--- src/clock_source_pkg.sv ---
// Purpose: Shared constants for the clock source and pin control block
// Assumes: Byte-wide registers reached over the serial bus by command code
// Notes:   Field positions within the bytes are fixed here once
package clock_source_pkg;

    // Register offsets (serial bus command codes)
    localparam logic [7:0] VCO_MODE_OFS   = 8'h06;
    localparam logic [7:0] SRC_SEL_A_OFS  = 8'h09;
    localparam logic [7:0] PIN_FUNC_OFS   = 8'h0a;
    localparam logic [7:0] INPUT_CFG_OFS  = 8'h0b;
    localparam logic [7:0] POWER_CFG_OFS  = 8'h0c;

    // Reset values
    localparam logic [7:0] VCO_MODE_RST   = 8'he0;
    localparam logic [7:0] SRC_SEL_A_RST  = 8'h14;
    localparam logic [7:0] PIN_FUNC_RST   = 8'h00;
    localparam logic [7:0] INPUT_CFG_RST  = 8'h09;
    localparam logic [7:0] POWER_CFG_RST  = 8'h09;

    // Writable bit masks; other bits read as zero
    localparam logic [7:0] VCO_MODE_MASK  = 8'he0;
    localparam logic [7:0] SRC_SEL_A_MASK = 8'h3f;
    localparam logic [7:0] PIN_FUNC_MASK  = 8'hdc;
    localparam logic [7:0] INPUT_CFG_MASK = 8'hff;
    localparam logic [7:0] POWER_CFG_MASK = 8'h7f;

    // Field positions (low bit of each field)
    localparam int VCO_MODE_LSB    = 5;
    localparam int SRC_HI_LSB      = 3;
    localparam int SRC_LO_LSB      = 0;
    localparam int PIN0_FUNC_LSB   = 6;
    localparam int CLK_PICK_BIT    = 4;
    localparam int PIN1_FUNC_LSB   = 2;
    localparam int INPUT_TYPE_LSB  = 6;
    localparam int POWER_DOWN_BIT  = 6;

    // Switch A source codes; 5 to 7 reserved
    typedef enum logic [2:0] {
        SRC_INPUT_BYPASS = 3'b000,
        SRC_PLL1         = 3'b001,
        SRC_PLL2_PLAIN   = 3'b010,
        SRC_PLL2_SPREAD  = 3'b011,
        SRC_PLL3         = 3'b100
    } switch_a_source_t;

    // Control pin 0 functions
    localparam logic [1:0] PIN0_POWER_DOWN = 2'b00;
    localparam logic [1:0] PIN0_TEST_BYP   = 2'b01;
    localparam logic [1:0] PIN0_CLK_PICK   = 2'b10;

    // Control pin 1 functions
    localparam logic [1:0] PIN1_INACTIVE   = 2'b00;
    localparam logic [1:0] PIN1_TRISTATE   = 2'b01;

    // Input source types
    localparam logic [1:0] INPUT_CRYSTAL   = 2'b00;
    localparam logic [1:0] INPUT_TWO_SE    = 2'b01;
    localparam logic [1:0] INPUT_DIFF      = 2'b10;

    // Serial bus device address; value is arbitrary
    localparam logic [6:0] DEVICE_ADDR     = 7'h35;

endpackage : clock_source_pkg

--- src/smbus_byte_slave.sv ---
// Purpose: Serial bus slave giving byte write and byte read by command code
// Assumes: Bus lines already filtered; sda driven low only through sdaOe
// Notes:   Writes auto-increment the command code; reads are single byte
module smbus_byte_slave
    import clock_source_pkg::*;
(
    input  wire logic       core_clk,
    input  wire logic       sys_rst,
    input  wire logic       sclLevel,
    input  wire logic       sdaLevel,
    input  wire logic [7:0] rdData,
    output logic            sdaOe,
    output logic            wrStrobe,
    output logic [7:0]      cmdCode,
    output logic [7:0]      wrData
);

    typedef enum logic [3:0] {
        ST_IDLE    = 4'b0000,
        ST_ADDR    = 4'b0001,
        ST_ACK_ADR = 4'b0010,
        ST_CMD     = 4'b0011,
        ST_ACK_CMD = 4'b0100,
        ST_WDATA   = 4'b0101,
        ST_ACK_WR  = 4'b0110,
        ST_RDATA   = 4'b0111,
        ST_RACK    = 4'b1000
    } bus_state_t;

    bus_state_t  state_reg;
    logic        sclPrev_reg;
    logic        sdaPrev_reg;
    logic [3:0]  bitCnt_reg;
    logic [7:0]  shift_reg;
    logic [7:0]  tx_reg;
    logic        readMode_reg;

    wire sclRise   = sclLevel & ~sclPrev_reg;
    wire sclFall   = ~sclLevel & sclPrev_reg;
    wire startSeen = sclLevel & sclPrev_reg & sdaPrev_reg & ~sdaLevel;
    wire stopSeen  = sclLevel & sclPrev_reg & ~sdaPrev_reg & sdaLevel;
    wire byteDone  = bitCnt_reg == 4'h8;
    wire addrMatch = shift_reg[7:1] == DEVICE_ADDR;
    wire receiving = state_reg == ST_ADDR || state_reg == ST_CMD
                     || state_reg == ST_WDATA;

    always_ff @(posedge core_clk) begin
        sclPrev_reg <= sclLevel;
        sdaPrev_reg <= sdaLevel;
        wrStrobe    <= 1'b0;
        if (sys_rst) begin
            state_reg    <= ST_IDLE;
            bitCnt_reg   <= 4'h0;
            shift_reg    <= 8'h00;
            tx_reg       <= 8'h00;
            readMode_reg <= 1'b0;
            sdaOe        <= 1'b0;
            cmdCode      <= 8'h00;
            wrData       <= 8'h00;
            sclPrev_reg  <= 1'b1;
            sdaPrev_reg  <= 1'b1;
        end else if (startSeen) begin
            state_reg  <= ST_ADDR;
            bitCnt_reg <= 4'h0;
            sdaOe      <= 1'b0;
        end else if (stopSeen) begin
            state_reg <= ST_IDLE;
            sdaOe     <= 1'b0;
        end else if (sclRise && receiving && !byteDone) begin
            shift_reg  <= {shift_reg[6:0], sdaLevel};
            bitCnt_reg <= bitCnt_reg + 4'h1;
        end else if (sclFall) begin
            case (state_reg)
                ST_ADDR: begin
                    if (byteDone && addrMatch) begin
                        sdaOe        <= 1'b1;
                        readMode_reg <= shift_reg[0];
                        state_reg    <= ST_ACK_ADR;
                    end else if (byteDone) begin
                        state_reg <= ST_IDLE;
                    end
                end
                ST_ACK_ADR: begin
                    if (readMode_reg) begin
                        // First data bit goes out on the same falling edge
                        sdaOe      <= ~rdData[7];
                        tx_reg     <= {rdData[6:0], 1'b0};
                        bitCnt_reg <= 4'h1;
                        state_reg  <= ST_RDATA;
                    end else begin
                        sdaOe      <= 1'b0;
                        bitCnt_reg <= 4'h0;
                        state_reg  <= ST_CMD;
                    end
                end
                ST_CMD: begin
                    if (byteDone) begin
                        cmdCode   <= shift_reg;
                        sdaOe     <= 1'b1;
                        state_reg <= ST_ACK_CMD;
                    end
                end
                ST_ACK_CMD: begin
                    sdaOe      <= 1'b0;
                    bitCnt_reg <= 4'h0;
                    state_reg  <= ST_WDATA;
                end
                ST_WDATA: begin
                    if (byteDone) begin
                        wrData    <= shift_reg;
                        wrStrobe  <= 1'b1;
                        sdaOe     <= 1'b1;
                        state_reg <= ST_ACK_WR;
                    end
                end
                ST_ACK_WR: begin
                    sdaOe      <= 1'b0;
                    bitCnt_reg <= 4'h0;
                    cmdCode    <= cmdCode + 8'h01;
                    state_reg  <= ST_WDATA;
                end
                ST_RDATA: begin
                    if (byteDone) begin
                        sdaOe     <= 1'b0;
                        state_reg <= ST_RACK;
                    end else begin
                        sdaOe      <= ~tx_reg[7];
                        tx_reg     <= {tx_reg[6:0], 1'b0};
                        bitCnt_reg <= bitCnt_reg + 4'h1;
                    end
                end
                ST_RACK: begin
                    // Only one byte per read; master is expected to stop
                    state_reg <= ST_IDLE;
                end
                default: begin
                    state_reg <= ST_IDLE;
                end
            endcase
        end
    end

endmodule : smbus_byte_slave

--- src/clock_source_and_pin_control.sv ---
// Purpose: Clock source selection, control pin functions and power control
// Assumes: Control pins and bus lines are asynchronous to core_clk
// Notes:   Outputs are control levels for the analog PLL and output stages
import clock_source_pkg::*;

// Behaviour
// - Per-PLL VCO mode bit, high-speed after reset, one selects high range.
// - Three-bit switch A source per divider, documented codes and defaults.
// - Spread bypass powers down PLL2 spread path and forces its output low.
// - PLL2 plain output runs and stays selectable regardless of spread bypass.
// - Pin0 function 00, pin low: PLLs, input off, outputs tri-stated.
// - Pin0 function 01, pin low: bypass PLL and dividers, PLL powered down.
// - Pin0 function 10: pin overrides clock pick, low input A, high B.
// - Pin0 power-down outranks pin1 low-state or tri-state forcing.
// - Pin1 function 00 low forces inactive level; 01 low tri-states outputs.
// - Clock pick bit selects input A or B; ignored for crystal or diff.
// - Input type field: crystal, two single-ended, differential, reserved.
// - Power-down bit one stops PLLs, input stage, tri-states outputs.
// - Register power-down outranks every pin-requested tri-state or low-state.
// - Configuration bytes are readable and writable over the serial bus.
module clock_source_and_pin_control
    import clock_source_pkg::*;
(
    input  wire logic        core_clk,
    input  wire logic        sys_rst,
    input  wire logic        sclIn,
    input  wire logic        sdaIn,
    output logic             sdaOut,
    output logic             sdaOe,
    input  wire logic        ctrlPinZero,
    input  wire logic        ctrlPinOne,
    input  wire logic        sscBypass,
    output logic [2:0]       vcoHighSpeed,
    output logic [17:0]      dividerSourceSel,
    output logic             pllPowerDown,
    output logic             inputStagePowerDown,
    output logic             spreadPowerDown,
    output logic             spreadForceLow,
    output logic             pll2PlainEnable,
    output logic             pllDividerBypass,
    output logic             outputsTristate,
    output logic             outputsInactive,
    output logic [1:0]       inputType,
    output logic             refInputBSel
);

    // Three-stage input filters; stage one is read only by stage two
    logic [2:0]  sclSync_reg;
    logic [2:0]  sdaSync_reg;
    logic [2:0]  pin0Sync_reg;
    logic [2:0]  pin1Sync_reg;
    logic        sclLevel_reg;
    logic        sdaLevel_reg;
    logic        pin0Level_reg;
    logic        pin1Level_reg;

    logic [7:0]  vcoMode_reg;
    logic [7:0]  srcSelA_reg;
    logic [7:0]  pinFunc_reg;
    logic [7:0]  inputCfg_reg;
    logic [7:0]  powerCfg_reg;

    logic        slaveSdaOe;
    logic        wrStrobe;
    logic [7:0]  cmdCode;
    logic [7:0]  wrData;
    logic [7:0]  rdData;

    function automatic logic agreed(input logic [2:0] s, input logic cur);
        agreed = (s[1] == s[2]) ? s[2] : cur;
    endfunction : agreed

    always_ff @(posedge core_clk) begin
        if (sys_rst) begin
            sclSync_reg   <= 3'h7;
            sdaSync_reg   <= 3'h7;
            pin0Sync_reg  <= 3'h7;
            pin1Sync_reg  <= 3'h7;
            sclLevel_reg  <= 1'b1;
            sdaLevel_reg  <= 1'b1;
            pin0Level_reg <= 1'b1;
            pin1Level_reg <= 1'b1;
        end else begin
            sclSync_reg   <= {sclSync_reg[1:0], sclIn};
            sdaSync_reg   <= {sdaSync_reg[1:0], sdaIn};
            pin0Sync_reg  <= {pin0Sync_reg[1:0], ctrlPinZero};
            pin1Sync_reg  <= {pin1Sync_reg[1:0], ctrlPinOne};
            sclLevel_reg  <= agreed(sclSync_reg, sclLevel_reg);
            sdaLevel_reg  <= agreed(sdaSync_reg, sdaLevel_reg);
            pin0Level_reg <= agreed(pin0Sync_reg, pin0Level_reg);
            pin1Level_reg <= agreed(pin1Sync_reg, pin1Level_reg);
        end
    end

    smbus_byte_slave busSlave (
        .core_clk (core_clk),
        .sys_rst  (sys_rst),
        .sclLevel (sclLevel_reg),
        .sdaLevel (sdaLevel_reg),
        .rdData   (rdData),
        .sdaOe    (slaveSdaOe),
        .wrStrobe (wrStrobe),
        .cmdCode  (cmdCode),
        .wrData   (wrData)
    );

    // Register write decode
    wire wrVco   = wrStrobe && cmdCode == VCO_MODE_OFS;
    wire wrSrcA  = wrStrobe && cmdCode == SRC_SEL_A_OFS;
    wire wrPin   = wrStrobe && cmdCode == PIN_FUNC_OFS;
    wire wrInput = wrStrobe && cmdCode == INPUT_CFG_OFS;
    wire wrPower = wrStrobe && cmdCode == POWER_CFG_OFS;

    always_ff @(posedge core_clk) begin
        if (sys_rst) begin
            vcoMode_reg  <= VCO_MODE_RST;
            srcSelA_reg  <= SRC_SEL_A_RST;
            pinFunc_reg  <= PIN_FUNC_RST;
            inputCfg_reg <= INPUT_CFG_RST;
            powerCfg_reg <= POWER_CFG_RST;
        end else begin
            if (wrVco)
                vcoMode_reg  <= wrData & VCO_MODE_MASK;
            if (wrSrcA)
                srcSelA_reg  <= wrData & SRC_SEL_A_MASK;
            if (wrPin)
                pinFunc_reg  <= wrData & PIN_FUNC_MASK;
            if (wrInput)
                inputCfg_reg <= wrData & INPUT_CFG_MASK;
            if (wrPower)
                powerCfg_reg <= wrData & POWER_CFG_MASK;
        end
    end

    // Read mux; unmapped codes read zero
    assign rdData = (cmdCode == VCO_MODE_OFS)  ? vcoMode_reg  :
                    (cmdCode == SRC_SEL_A_OFS) ? srcSelA_reg  :
                    (cmdCode == PIN_FUNC_OFS)  ? pinFunc_reg  :
                    (cmdCode == INPUT_CFG_OFS) ? inputCfg_reg :
                    (cmdCode == POWER_CFG_OFS) ? powerCfg_reg :
                    8'h00;

    // Field extraction
    wire [1:0] pinZeroFunc  = pinFunc_reg[PIN0_FUNC_LSB +: 2];
    wire [1:0] pinOneFunc   = pinFunc_reg[PIN1_FUNC_LSB +: 2];
    wire       clockPickReg = pinFunc_reg[CLK_PICK_BIT];
    wire [1:0] typeField    = inputCfg_reg[INPUT_TYPE_LSB +: 2];
    wire       regPowerDown = powerCfg_reg[POWER_DOWN_BIT];
    wire       pin0Low      = ~pin0Level_reg;
    wire       pin1Low      = ~pin1Level_reg;

    // Divider sources: P0,P1 in byte 9, P2,P3 in byte 11, P4,P5 in byte 12
    wire [17:0] srcNext = {powerCfg_reg[SRC_LO_LSB +: 3],
                           powerCfg_reg[SRC_HI_LSB +: 3],
                           inputCfg_reg[SRC_LO_LSB +: 3],
                           inputCfg_reg[SRC_HI_LSB +: 3],
                           srcSelA_reg[SRC_LO_LSB +: 3],
                           srcSelA_reg[SRC_HI_LSB +: 3]};

    // Power-down from either source; register one outranks everything
    wire pinPowerDown = pin0Low && pinZeroFunc == PIN0_POWER_DOWN;
    wire anyPowerDown = regPowerDown | pinPowerDown;
    wire testBypass   = !regPowerDown && pin0Low
                        && pinZeroFunc == PIN0_TEST_BYP;

    // Pin 1 only acts when no power-down is in force
    wire pin1Tristate = !anyPowerDown && pin1Low
                        && pinOneFunc == PIN1_TRISTATE;
    wire pin1Inactive = !anyPowerDown && pin1Low
                        && pinOneFunc == PIN1_INACTIVE;

    // Clock pick only matters for two single-ended inputs
    wire pickSource   = (pinZeroFunc == PIN0_CLK_PICK) ? pin0Level_reg
                                                       : clockPickReg;
    wire pickB        = (typeField == INPUT_TWO_SE) && pickSource;

    always_ff @(posedge core_clk) begin
        if (sys_rst) begin
            sdaOut              <= 1'b0;
            sdaOe               <= 1'b0;
            vcoHighSpeed        <= 3'h7;
            dividerSourceSel    <= 18'h00000;
            pllPowerDown        <= 1'b0;
            inputStagePowerDown <= 1'b0;
            spreadPowerDown     <= 1'b0;
            spreadForceLow      <= 1'b0;
            pll2PlainEnable     <= 1'b0;
            pllDividerBypass    <= 1'b0;
            outputsTristate     <= 1'b0;
            outputsInactive     <= 1'b0;
            inputType           <= INPUT_CRYSTAL;
            refInputBSel        <= 1'b0;
        end else begin
            sdaOut              <= 1'b0;
            sdaOe               <= slaveSdaOe;
            vcoHighSpeed        <= vcoMode_reg[VCO_MODE_LSB +: 3];
            dividerSourceSel    <= srcNext;
            pllPowerDown        <= anyPowerDown | testBypass;
            inputStagePowerDown <= anyPowerDown;
            spreadPowerDown     <= sscBypass | anyPowerDown;
            spreadForceLow      <= sscBypass;
            // Plain PLL2 path ignores spread bypass entirely
            pll2PlainEnable     <= ~(anyPowerDown | testBypass);
            pllDividerBypass    <= testBypass;
            outputsTristate     <= anyPowerDown | pin1Tristate;
            outputsInactive     <= pin1Inactive;
            inputType           <= typeField;
            refInputBSel        <= pickB;
        end
    end

endmodule : clock_source_and_pin_control

--- config.mk ---
export PLATFORM = sky130hd
export DESIGN_NAME = clock_source_and_pin_control
export DESIGN_NICKNAME = d
export VERILOG_FILES = /design/src/clock_source_pkg.sv /design/src/smbus_byte_slave.sv /design/src/clock_source_and_pin_control.sv
export SDC_FILE = /design/constraint.sdc
export NUM_CORES = 1
export LEC_CHECK = 0
export BUFFER_PORTS_ARGS = -buffer_cell sky130_fd_sc_hd__buf_2
export CORE_ASPECT_RATIO = 0.6
export CORE_MARGIN = 2
export CORE_UTILIZATION = 64
export DETAILED_ROUTE_END_ITERATION = 6
export MAX_ROUTING_LAYER = met4
export PLACE_DENSITY_LB_ADDON = 0.2
export SYNTH_ARGS = -nofsm -noshare
export SYNTH_HDL_FRONTEND = slang
export SYNTH_HIERARCHICAL = 1
export SYNTH_SLANG_ARGS = --single-unit
export TNS_END_PERCENT = 20
--- constraint.sdc ---
create_clock -name core_clk -period 3.58 [get_ports core_clk]
set_input_delay 1.074 -clock core_clk [delete_from_list [all_inputs] [get_ports core_clk]]
set_output_delay 1.074 -clock core_clk [all_outputs]
set_load 0.01 [all_outputs]
After elaboration in Yosys (flattened, before gate mapping)
Cells that the tools add are included.
{"block": "totals", "inputBits": 7, "out_inout_bits": 34, "elab_cells": 176, "ff_bits": 123}
{"block": "op_classes", "bitwise": 25, "reduce_logical": 42, "add_sub_neg": 2, "eq_ne": 36, "n_mux": 33}
{"operator": "two-way mux 8 bit", "count": 7}
{"operator": "== test 8 x 4 -> 1 bit, second input constant", "count": 4}
{"operator": "two-way mux 4 bit", "count": 8}
{"operator": "one-hot mux 8 bit (2 select lines)", "count": 2}
{"operator": "AND reduction 6 bit", "count": 5}
{"operator": "one-hot mux 4 bit (6 select lines)", "count": 1}
{"operator": "== test 4 x 3 -> 1 bit, second input constant", "count": 4}
{"operator": "logical AND 1 bit", "count": 15}
{"operator": "inverter 1 bit", "count": 14}
{"operator": "inequality test 4 x 1 -> 1 bit, second input constant", "count": 3}
{"operator": "one-hot mux 4 bit (3 select lines)", "count": 1}
{"operator": "two-way mux 1 bit", "count": 11}
{"operator": "inequality test 2 x 1 -> 1 bit, second input constant", "count": 5}
{"operator": "adder 8 x 1 -> 8 bit, second input constant", "count": 1}
{"operator": "== test 4 x 2 -> 1 bit, second input constant", "count": 2}
{"operator": "== test 8 x 3 -> 1 bit, second input constant", "count": 1}
{"operator": "AND 1 bit", "count": 7}
{"operator": "== test 7 x 6 -> 1 bit, second input constant", "count": 1}
{"operator": "two-way mux 7 bit", "count": 1}
{"operator": "AND reduction 7 bit", "count": 1}
{"operator": "== test 2 x 1 -> 1 bit, second input constant", "count": 3}
{"operator": "nonzero test 2 bit", "count": 3}
{"operator": "OR reduction 2 bit", "count": 3}
{"operator": "OR reduction 6 bit", "count": 1}
{"operator": "other kinds (23)", "count": 34}

Logic depth before layout (Yosys ltp)
Gate-level depths: netlist (run 1).
{"block": "depth", "word_depth": 9, "mapped_depth": 9, "ltp_nobuf": 8}

Hierarchy
Netlist (run 1), hierarchy kept.
{"module": "clock_source_and_pin_control", "seq_area_each_um2": 1561.5, "area_each_um2": 2795.2, "cells_each": 280, "instances": 1}
{"module": "smbus_byte_slave", "seq_area_each_um2": 880.8, "area_each_um2": 2289.7, "cells_each": 276, "instances": 1}

Least setup slack after synthesis (run 1)
OpenSTA, ideal clock, no wires.
{"block": "synth_timing", "kind": "in2reg", "startpoint": "input sys_rst", "endpoint": "register busSlave.bitCnt_reg[0]", "path_stages": 4, "arrival_ps": 1971, "path_slack_ps": 1539, "required_time_ps": 3510, "cell_sequence": "clkbuf_1 > o21bai_1 > a2111oi_0 > o2bb2ai_1"}
{"block": "synth_between", "elab_chain_cells": 1}
{"item": "from (decl)", "line_no": "clock_source_and_pin_control.sv:25", "rtl": "input wire logic sys_rst,"}
{"item": "OR reduction 2 bit (no source line)"}
{"item": "to (signal assigned)", "line_no": "smbus_byte_slave.sv:71", "rtl": "bitCnt_reg <= bitCnt_reg + 4'h1;"}
{"item": "to (signal assigned)", "line_no": "smbus_byte_slave.sv:129", "rtl": "bitCnt_reg <= bitCnt_reg + 4'h1;"}
{"item": "to (decl)", "line_no": "smbus_byte_slave.sv:33", "rtl": "logic [3:0] bitCnt_reg;"}
Every way passes these cells.
A chain may end at the register's enable or synchronous reset.

Final worst setup path (run 1)
{"block": "layout_timing", "startpoint": "register busSlave.cmdCode[5]", "endpoint": "register busSlave.tx_reg[4]"}
{"block": "layout_between", "elab_chain_cells": 8}
{"item": "from (decl)", "line_no": "smbus_byte_slave.sv:14", "rtl": "output logic [7:0] cmdCode,"}
{"item": "from (signal assigned)", "line_no": "smbus_byte_slave.sv:98", "rtl": "cmdCode <= shift_reg;"}
{"item": "from (signal assigned)", "line_no": "smbus_byte_slave.sv:119", "rtl": "cmdCode <= cmdCode + 8'h01;"}
{"item": "== test 8 x 4 -> 1 bit", "line_no": "clock_source_and_pin_control.sv:140", "rtl": "(cmdCode == POWER_CFG_OFS) ? powerCfg_reg :"}
{"item": "two-way mux 7 bit", "line_no": "clock_source_and_pin_control.sv:140"}
{"item": "two-way mux 8 bit", "line_no": "clock_source_and_pin_control.sv:139", "rtl": "(cmdCode == INPUT_CFG_OFS) ? inputCfg_reg :"}
{"item": "two-way mux 8 bit", "line_no": "clock_source_and_pin_control.sv:138", "rtl": "(cmdCode == PIN_FUNC_OFS) ? pinFunc_reg :"}
{"item": "two-way mux 8 bit", "line_no": "clock_source_and_pin_control.sv:137", "rtl": "(cmdCode == SRC_SEL_A_OFS) ? srcSelA_reg :"}
{"item": "two-way mux 8 bit *", "line_no": "clock_source_and_pin_control.sv:136", "rtl": "assign rdData = (cmdCode == VCO_MODE_OFS) ? vcoMode_reg :"}
{"item": "net rdData[3]", "line_no": "clock_source_and_pin_control.sv:67", "rtl": "logic [7:0] rdData;"}
{"item": "two-way mux 8 bit *", "line_no": "smbus_byte_slave.sv:84", "rtl": "if (readMode_reg) begin"}
{"item": "one-hot mux 8 bit (2 select lines) *", "line_no": "smbus_byte_slave.sv:73", "rtl": "case (state_reg)"}
{"item": "to (signal assigned)", "line_no": "smbus_byte_slave.sv:87", "rtl": "tx_reg <= {rdData[6:0], 1'b0};"}
{"item": "to (signal assigned)", "line_no": "smbus_byte_slave.sv:128", "rtl": "tx_reg <= {tx_reg[6:0], 1'b0};"}
{"item": "to (decl)", "line_no": "smbus_byte_slave.sv:35", "rtl": "logic [7:0] tx_reg;"}
Mark *: on every way through the listed nets, which the timed path passes. The rest lies on a longest branch. The select of a mux whose other input is x is not followed.

==> results of run 1 <==
==> per-stage QoR <==
stage	util	cells
after detailed placement	0.6787	671
after global placement	0.6787	671
final	0.7579	701
after floorplan	-	556
after global routing	0.7579	701
after CTS	0.7579	701
==> final cells by class <==
class                           count  area [um2]
Multi-Input combinational cell    383        2429
Clock inverter                      8       142.6
Sequential cell                   122        2442
Inverter                           16       60.06
Timing Repair Buffer               42       220.2
Clock buffer                       22       474.2
Tap cell                          108       135.1
Fill cell                         521        1886
==> report_power, final <==
part,total [uW],leakage [uW],switching [uW],internal [uW]
clock,1790,0.000302,581,1210
sequential,1380,0.000989,9.30,1370
combinational,56.7,0.00123,36.8,19.9
total,3230,0.00252,627,2600
==> per-layer routing <==
metal,GRT usage,vias up,part of all wire
li1,-,2003,-
met1,0.4184,2031,0.47
met2,0.4285,191,0.44
met3,0.08203,16,0.086
met4,0.1071,0,0.011
met5,-,-,0
==> worst max-delay path, cell delays in order (launching register included) <==
cell      delay (ns)
dfxtp_1         0.38
or4_1           0.72
nor2_1          0.49
a22oi_1         0.23
a22oi_1         0.22
mux2i_1         0.12
a211oi_1        0.22
==> logic make-up after synthesis <==
logic type      count (synthesis)  share of synthesized area
simple gates                  224                     0.2333
flops                         122                     0.4803
compound gates                109                     0.1457
buf+inv                        51                    0.04208
mux                            45                    0.08883
fa+ha+maj                       3                   0.007383
other cells                     1                  0.0007375
xor+xnor                        1                   0.001723
==> final timing paths <==
kind | end | cells after the start | slack (ns)
hold / removal | sdaSync_reg[1]$_SDFF_PP1_ | 1 | 0.41
setup / recovery | busSlave/tx_reg[4]$_SDFFE_PP0P_ | 6 | 1.11
hold reg to reg | sdaSync_reg[1]$_SDFF_PP1_ | 1 | 0.41
setup reg to reg | busSlave/tx_reg[4]$_SDFFE_PP0P_ | 6 | 1.11
==> cells in the final DEF, fill, tap and decap left out, types with 10 or more instances in the layout <==
cell type  netlist  routed
dfxtp_1        122     122
nor2_1          89      89
mux2i_1         44      44
buf_2            6      38
a21oi_1         26      26
nand2_1         25      25
nor2b_1         24      24
o21ai_0         20      20
or2_2           19      19
clkbuf_16        0      17
inv_1           16      16
a211o_1         10      10
==> run metrics, run 1 <==
outcome=finished clean; root buf cell=clkbuf_16; Rel. slew slack=0.4472; Placeable Area=slightly below 8000 um2; initial antenna violation count=0; WL final=between 10 and 15 mm; nets=between 500 and 600; global-route wire length before repair=19.46 mm; crit start category=flip-flop; Setup crit start=busSlave/cmdCode[5]$_SDFFE_PP0P_; Worst Slack Setup Final=around 1.1 ns; synth cell count leaders=122 x dfxtp_1, 89 x nor2_1, 44 x mux2i_1, 26 x a21oi_1; post-DP HPWL=about 7.9 mm; Slew Viols, Final=0; Post-Syn Area per Cell=9.145 um2; Setup CP Type=flip-flop to flip-flop; starting density of the core=0.6529; CTS tree=yes; pwr dens=546.5 nW/um2; RR Startpoint=busSlave/cmdCode[5]$_SDFFE_PP0P_; Power Total=approximately 3200 uW; # port buffers=39; CP max FO=8; gr usage total=0.3030; VDD IR-drop max=~410 uV; die area=8698 um2; hold slack=0.4060 ns; Mapped Cells=556; # rows=25; leakage power=around 0.0025 uW; layout cells sized above 1=0.1585; Worst EP arrival=~2.8 ns; synth unique cells=a little over 60; largest net degree at the start of global routing=between 60 and 70; Remaining DRCs=0; cell taking the most area after synthesis=dfxtp_1; syn nets=about 570; Post-Syn Area=5085 um2; predominant post-synthesis flop cell=dfxtp_1; Req. time, crit path=3.91 ns; sequential share of the synthesized area=0.4803; skew final=between 0.007 and 0.008 ns; Yosys reg bits=122; gr ovfl total=0; design area=roughly 5900 um2; max_cap viols=0; # setup viols final=0; Ys Warns=6; count leader, synth=dfxtp_1; vias=approximately 4200; Vias/cell=between 6 and 7; initial drt markers=around 470; clock-pin slew of the registers on the worst-case setup and hold paths=0.05 ns; period utilization=0.6886; hold_buf cts=0; Worst Hold Class=flip-flop to flip-flop; chip height=approximately 73 um; IO Count=between 40 and 50; area grow syn2layout=16.09%; max reg flops=18; ranking of synthesized cells by area=dfxtp_1 48%, mux2i_1 8.7%, nor2_1 6.6%, nor2b_1 3.0%, a21oi_1 2.6%; H-tree levels=4; GP Congestion=approximately 0.85; Synth async-reset ratio=0; setup TNS after final layout=0 ns; Worst setup EP type=flip-flop; Clock Tree Buf Depth=2; first-pass iteration count of the detailed router=5; hold_sp=sdaSync_reg[0]$_SDFF_PP1_; Final Hold Fails=0; Worst-Margin Slew=approximately 0.81 ns; Die Width=~120 um; clk_lat worst skew=between 0.4 and 0.5 ns; area fraction of the dominant cell type after synthesis=0.4803; placed inst area=~5300 um2; largest register by flop count=dividerSourceSel; dpl ws=1.117 ns; TritonCTS Buffers=17; Min Clock Period, post-route=between 2 and 2.5 ns; Max Clk Rate=between 400 and 500 MHz; setup bufs post-CTS=0; post-route ant nets=0; diode count=0; vias in the first global route=approximately 3900; clock sinks=122; RSZ-0062 raised after global routing=no; WL per Instance=17.52 um; Post-synth EDFFs=0; number of gates resized after CTS=0
Power figures use the tool's default switching activity.
==> run 2, diff against run 1 <==
ABC_AREA = 1   (was default)
CORE_UTILIZATION = 59   (was 64)
clock period = 2.45 ns   (was 3.58 ns; I/O delays follow)
==> run 2 against run 1 <==
Wire length grew 4.4%. Count of clock-buffer cells in the layout shrank 4. Synthesized area is 2.3% higher. Cell count rose by 26%. Worst hold slack is essentially flat. Die area is 10% higher.
==> run metrics, run 2 <==
GP Congestion=1.037 (+21%); CP max FO=16 (+8); initial drt markers=541 (+15%); RSZ-0062 raised after global routing=no; clk_lat worst skew=0.40 ns (-0.02 ns); initial antenna violation count=0 (unchanged); number of gates resized after CTS=0 (unchanged); Die Width=125.2 um (+5.2%); # setup viols final=0 (unchanged); Remaining DRCs=0 (unchanged); Post-Syn Area per Cell=7.317 um2 (-20%); Ys Warns=6 (unchanged); ranking of synthesized cells by area=dfxtp_1 47%, nand2_1 12%, nor2_1 6.9%, inv_1 6.1%, a21oi_1 4.8%; H-tree levels=4 (unchanged); Clock Tree Buf Depth=2 (unchanged); chip height=76.74 um (+5.1%); gr ovfl total=0 (unchanged); Worst EP arrival=2.19 ns (-0.60 ns); Hold EP=pin0Sync_reg[1]$_SDFF_PP1_; period utilization=0.7611 (+0.07247); synth unique cells=36 (-41%); design area=6127 um2 (+3.8%); Yosys reg bits=122 (unchanged); diode count=0 (unchanged); WL per Instance=14.56 um (-17%); setup TNS after final layout=0 ns (unchanged); WL final=12.82 mm (+4.4%); Rel. slew slack=0.6393 (+0.1921); synth cell count leaders=165 x nand2_1, 122 x dfxtp_1, 96 x nor2_1, 84 x inv_1; crit start category=flip-flop; crit-path cells=inv_1 > ha_1 > nand2_1 > nor2_1 > nor2_1 > nand2_1 > buf_4 > o21ai_0 > a21oi_1; Mapped Cells=711 (+28%); layout cells sized above 1=0.1730 (+0.01444); Min-Delay Path Depth=1 (unchanged); gr usage total=0.2904 (-0.01254); syn nets=721 (+27%); predominant post-synthesis flop cell=dfxtp_1; Placeable Area=8523 um2 (+9.4%); most common cell after layout, fill and taps aside=nand2_1; clock-pin slew of the registers on the worst-case setup and hold paths=0.06 ns (about the same); # port buffers=39 (unchanged); dpl cells=849 (+27%); VDD IR-drop max=660.7 uV (+59%); die area=9610 um2 (+10%); CP max-delay cell=dfxtp_1; post-route ant nets=0 (unchanged); outcome=finished clean; sequential share of the synthesized area=0.4695 (-0.01086); FF-to-FF End=busSlave/shift_reg[4]$_SDFFE_PP0P_; Post-Syn Area=5202 um2 (+2.3%); pwr dens=805.7 nW/um2 (+47%); RR Startpoint=busSlave/bitCnt_reg[0]$_SDFFE_PP0P_; first-pass iteration count of the detailed router=6 (+1); hold_sp=pin0Sync_reg[0]$_SDFF_PP1_; largest register by flop count=dividerSourceSel; Post-synth EDFFs=0 (unchanged); post-DP HPWL=8.968 mm (+14%); largest net degree at the start of global routing=29 (-55%); Synth async-reset ratio=0 (unchanged); Crit path largest cell delay=0.34 ns (-0.38 ns); Slew Viols, Final=0 (unchanged); Worst-Margin Slew=0.5392 ns (-0.2690 ns); # rows=26 (+4.0%); hold_buf cts=0 (unchanged); count leader, synth=nand2_1; Setup CP Type=flip-flop to flip-flop; area fraction of the dominant cell type after synthesis=0.4695 (-0.01086); root buf cell=clkbuf_16; max reg flops=18 (unchanged); Req. time, crit path=2.78 ns (-1.13 ns); worst r2r path cells=9 (+3); flop-to-flop setup slack=0.59 ns (-0.53 ns); Min Clock Period, post-route=1.865 ns (-0.6006 ns); skew final=0.006365 ns (-0.001130 ns); vias in the first global route=4349 (+13%); global-route wire length before repair=21.34 mm (+9.6%); Vias/cell=5.339 (-12%); CTS tree=yes; area grow syn2layout=17.77%; most frequent cells in the layout=165 x nand2_1, 122 x dfxtp_1, 96 x nor2_1; hold slack=0.4061 ns (+0.0001080 ns); TritonCTS Buffers=17 (unchanged); vias=4704 (+11%); nets=766 (+29%); max_cap viols=0 (unchanged); cell taking the most area after synthesis=dfxtp_1; Final Non-Filler Cells=881 (+26%); setup bufs post-CTS=0 (unchanged); IO Count=41 (unchanged); clock sinks=122 (unchanged); post-layout util=0.7189 (-0.03903); leakage power=0.002781 uW (+10%); starting density of the core=0.6104 (-0.04246); Worst Hold Class=flip-flop to flip-flop; Final Hold Fails=0 (unchanged); Max Clk Rate=536.3 MHz (+32%); placed inst area=5445 um2 (+3.0%); Worst setup EP type=flip-flop
## run 2: cell types whose count changed after synthesis, moves of 10 or more
cell / delta
nand2_1: +140
inv_1: +68
mux2i_1: -44
nand3_1: +33
o21ai_0: +30
a21oi_1: +24
nor2b_1: -24
clkbuf_1: -17
nand2_2: +13
a211o_1: -10
## run 2: per-layer routing
| metal | global-route usage | share of wire |
|---|---|---|
| met3 | 0.07955 | 0.12 |
| met5 | - | 0 |
| met4 | 0.07778 | 0.011 |
| met2 | 0.4087 | 0.42 |
| met1 | 0.4130 | 0.45 |
## run 2: how the worst max path moves through the flow
stage                                                   start                                 end  slack, ns  cells past startpoint
after floorplan                                       sys_rst        busSlave/wrStrobe$_SDFF_PP0_       0.88                      6
after global placement                                sys_rst        busSlave/wrStrobe$_SDFF_PP0_       0.71                      6
after detailed placement  busSlave/bitCnt_reg[0]$_SDFFE_PP0P_  busSlave/shift_reg[4]$_SDFFE_PP0P_       0.66                      9
after CTS                    busSlave/cmdCode[2]$_SDFFE_PP0P_     busSlave/tx_reg[5]$_SDFFE_PP0P_       0.61                     12
after global routing         busSlave/cmdCode[2]$_SDFFE_PP0P_     busSlave/tx_reg[5]$_SDFFE_PP0P_       0.36                     12
final                     busSlave/bitCnt_reg[0]$_SDFFE_PP0P_  busSlave/shift_reg[4]$_SDFFE_PP0P_       0.59                      9
## run 2: cell families (layout without fill, tap and decap cells)
family                     after synthesis  count (layout)  synth area share
DFF                                    122             122            0.4695
buffers and inverters                  112             170           0.09355
and+or+nand+nor                        363             363            0.3182
AOI/OAI and AO/OA                      109             109            0.1092
other                                    1               1         0.0007208
adders and majority gates                3               3          0.007216
xor gates and xnor gates                 1               1          0.001684
## run 2: metrics by stage
stage / power (uW) / worst slack, ns
4_1_cts: 4961 / 0.6066
3_5_place_dp: 2126 / 0.6592
5_1_grt: 5086 / 0.3601
6_report: 4937 / 0.5853
2_1_floorplan: 2100 / 0.8800
3_3_place_gp: 2124 / 0.7136
## run 2: critical path: cells and delay by family (launching register included)
family          cells  cell delay [ns]
simple gates        4             0.58
flops               1             0.34
compound gates      2             0.26
buf+inv             2             0.37
fa+ha+maj           1             0.24
## run 2: power by group
part / total, uW / internal (uW) / switching [uW] / leakage, uW
Clock: 2850 / 1940 / 911 / 0.000323
Sequential: 2010 / 2000 / 5.36 / 0.000989
Combinational: 78.2 / 26.2 / 52.0 / 0.00147
Total: 4940 / 3970 / 968 / 0.00278
## run 2: cell type report
type | instances | area, um2
flip-flops and latches | 122 | 2442
well taps | 112 | 140.1
clock inverters | 14 | 242.7
fillers | 690 | 2396
repair buffers | 44 | 232.7
multi-input cells | 477 | 2273
inverters | 94 | 356.6
clock buffers | 18 | 439.2
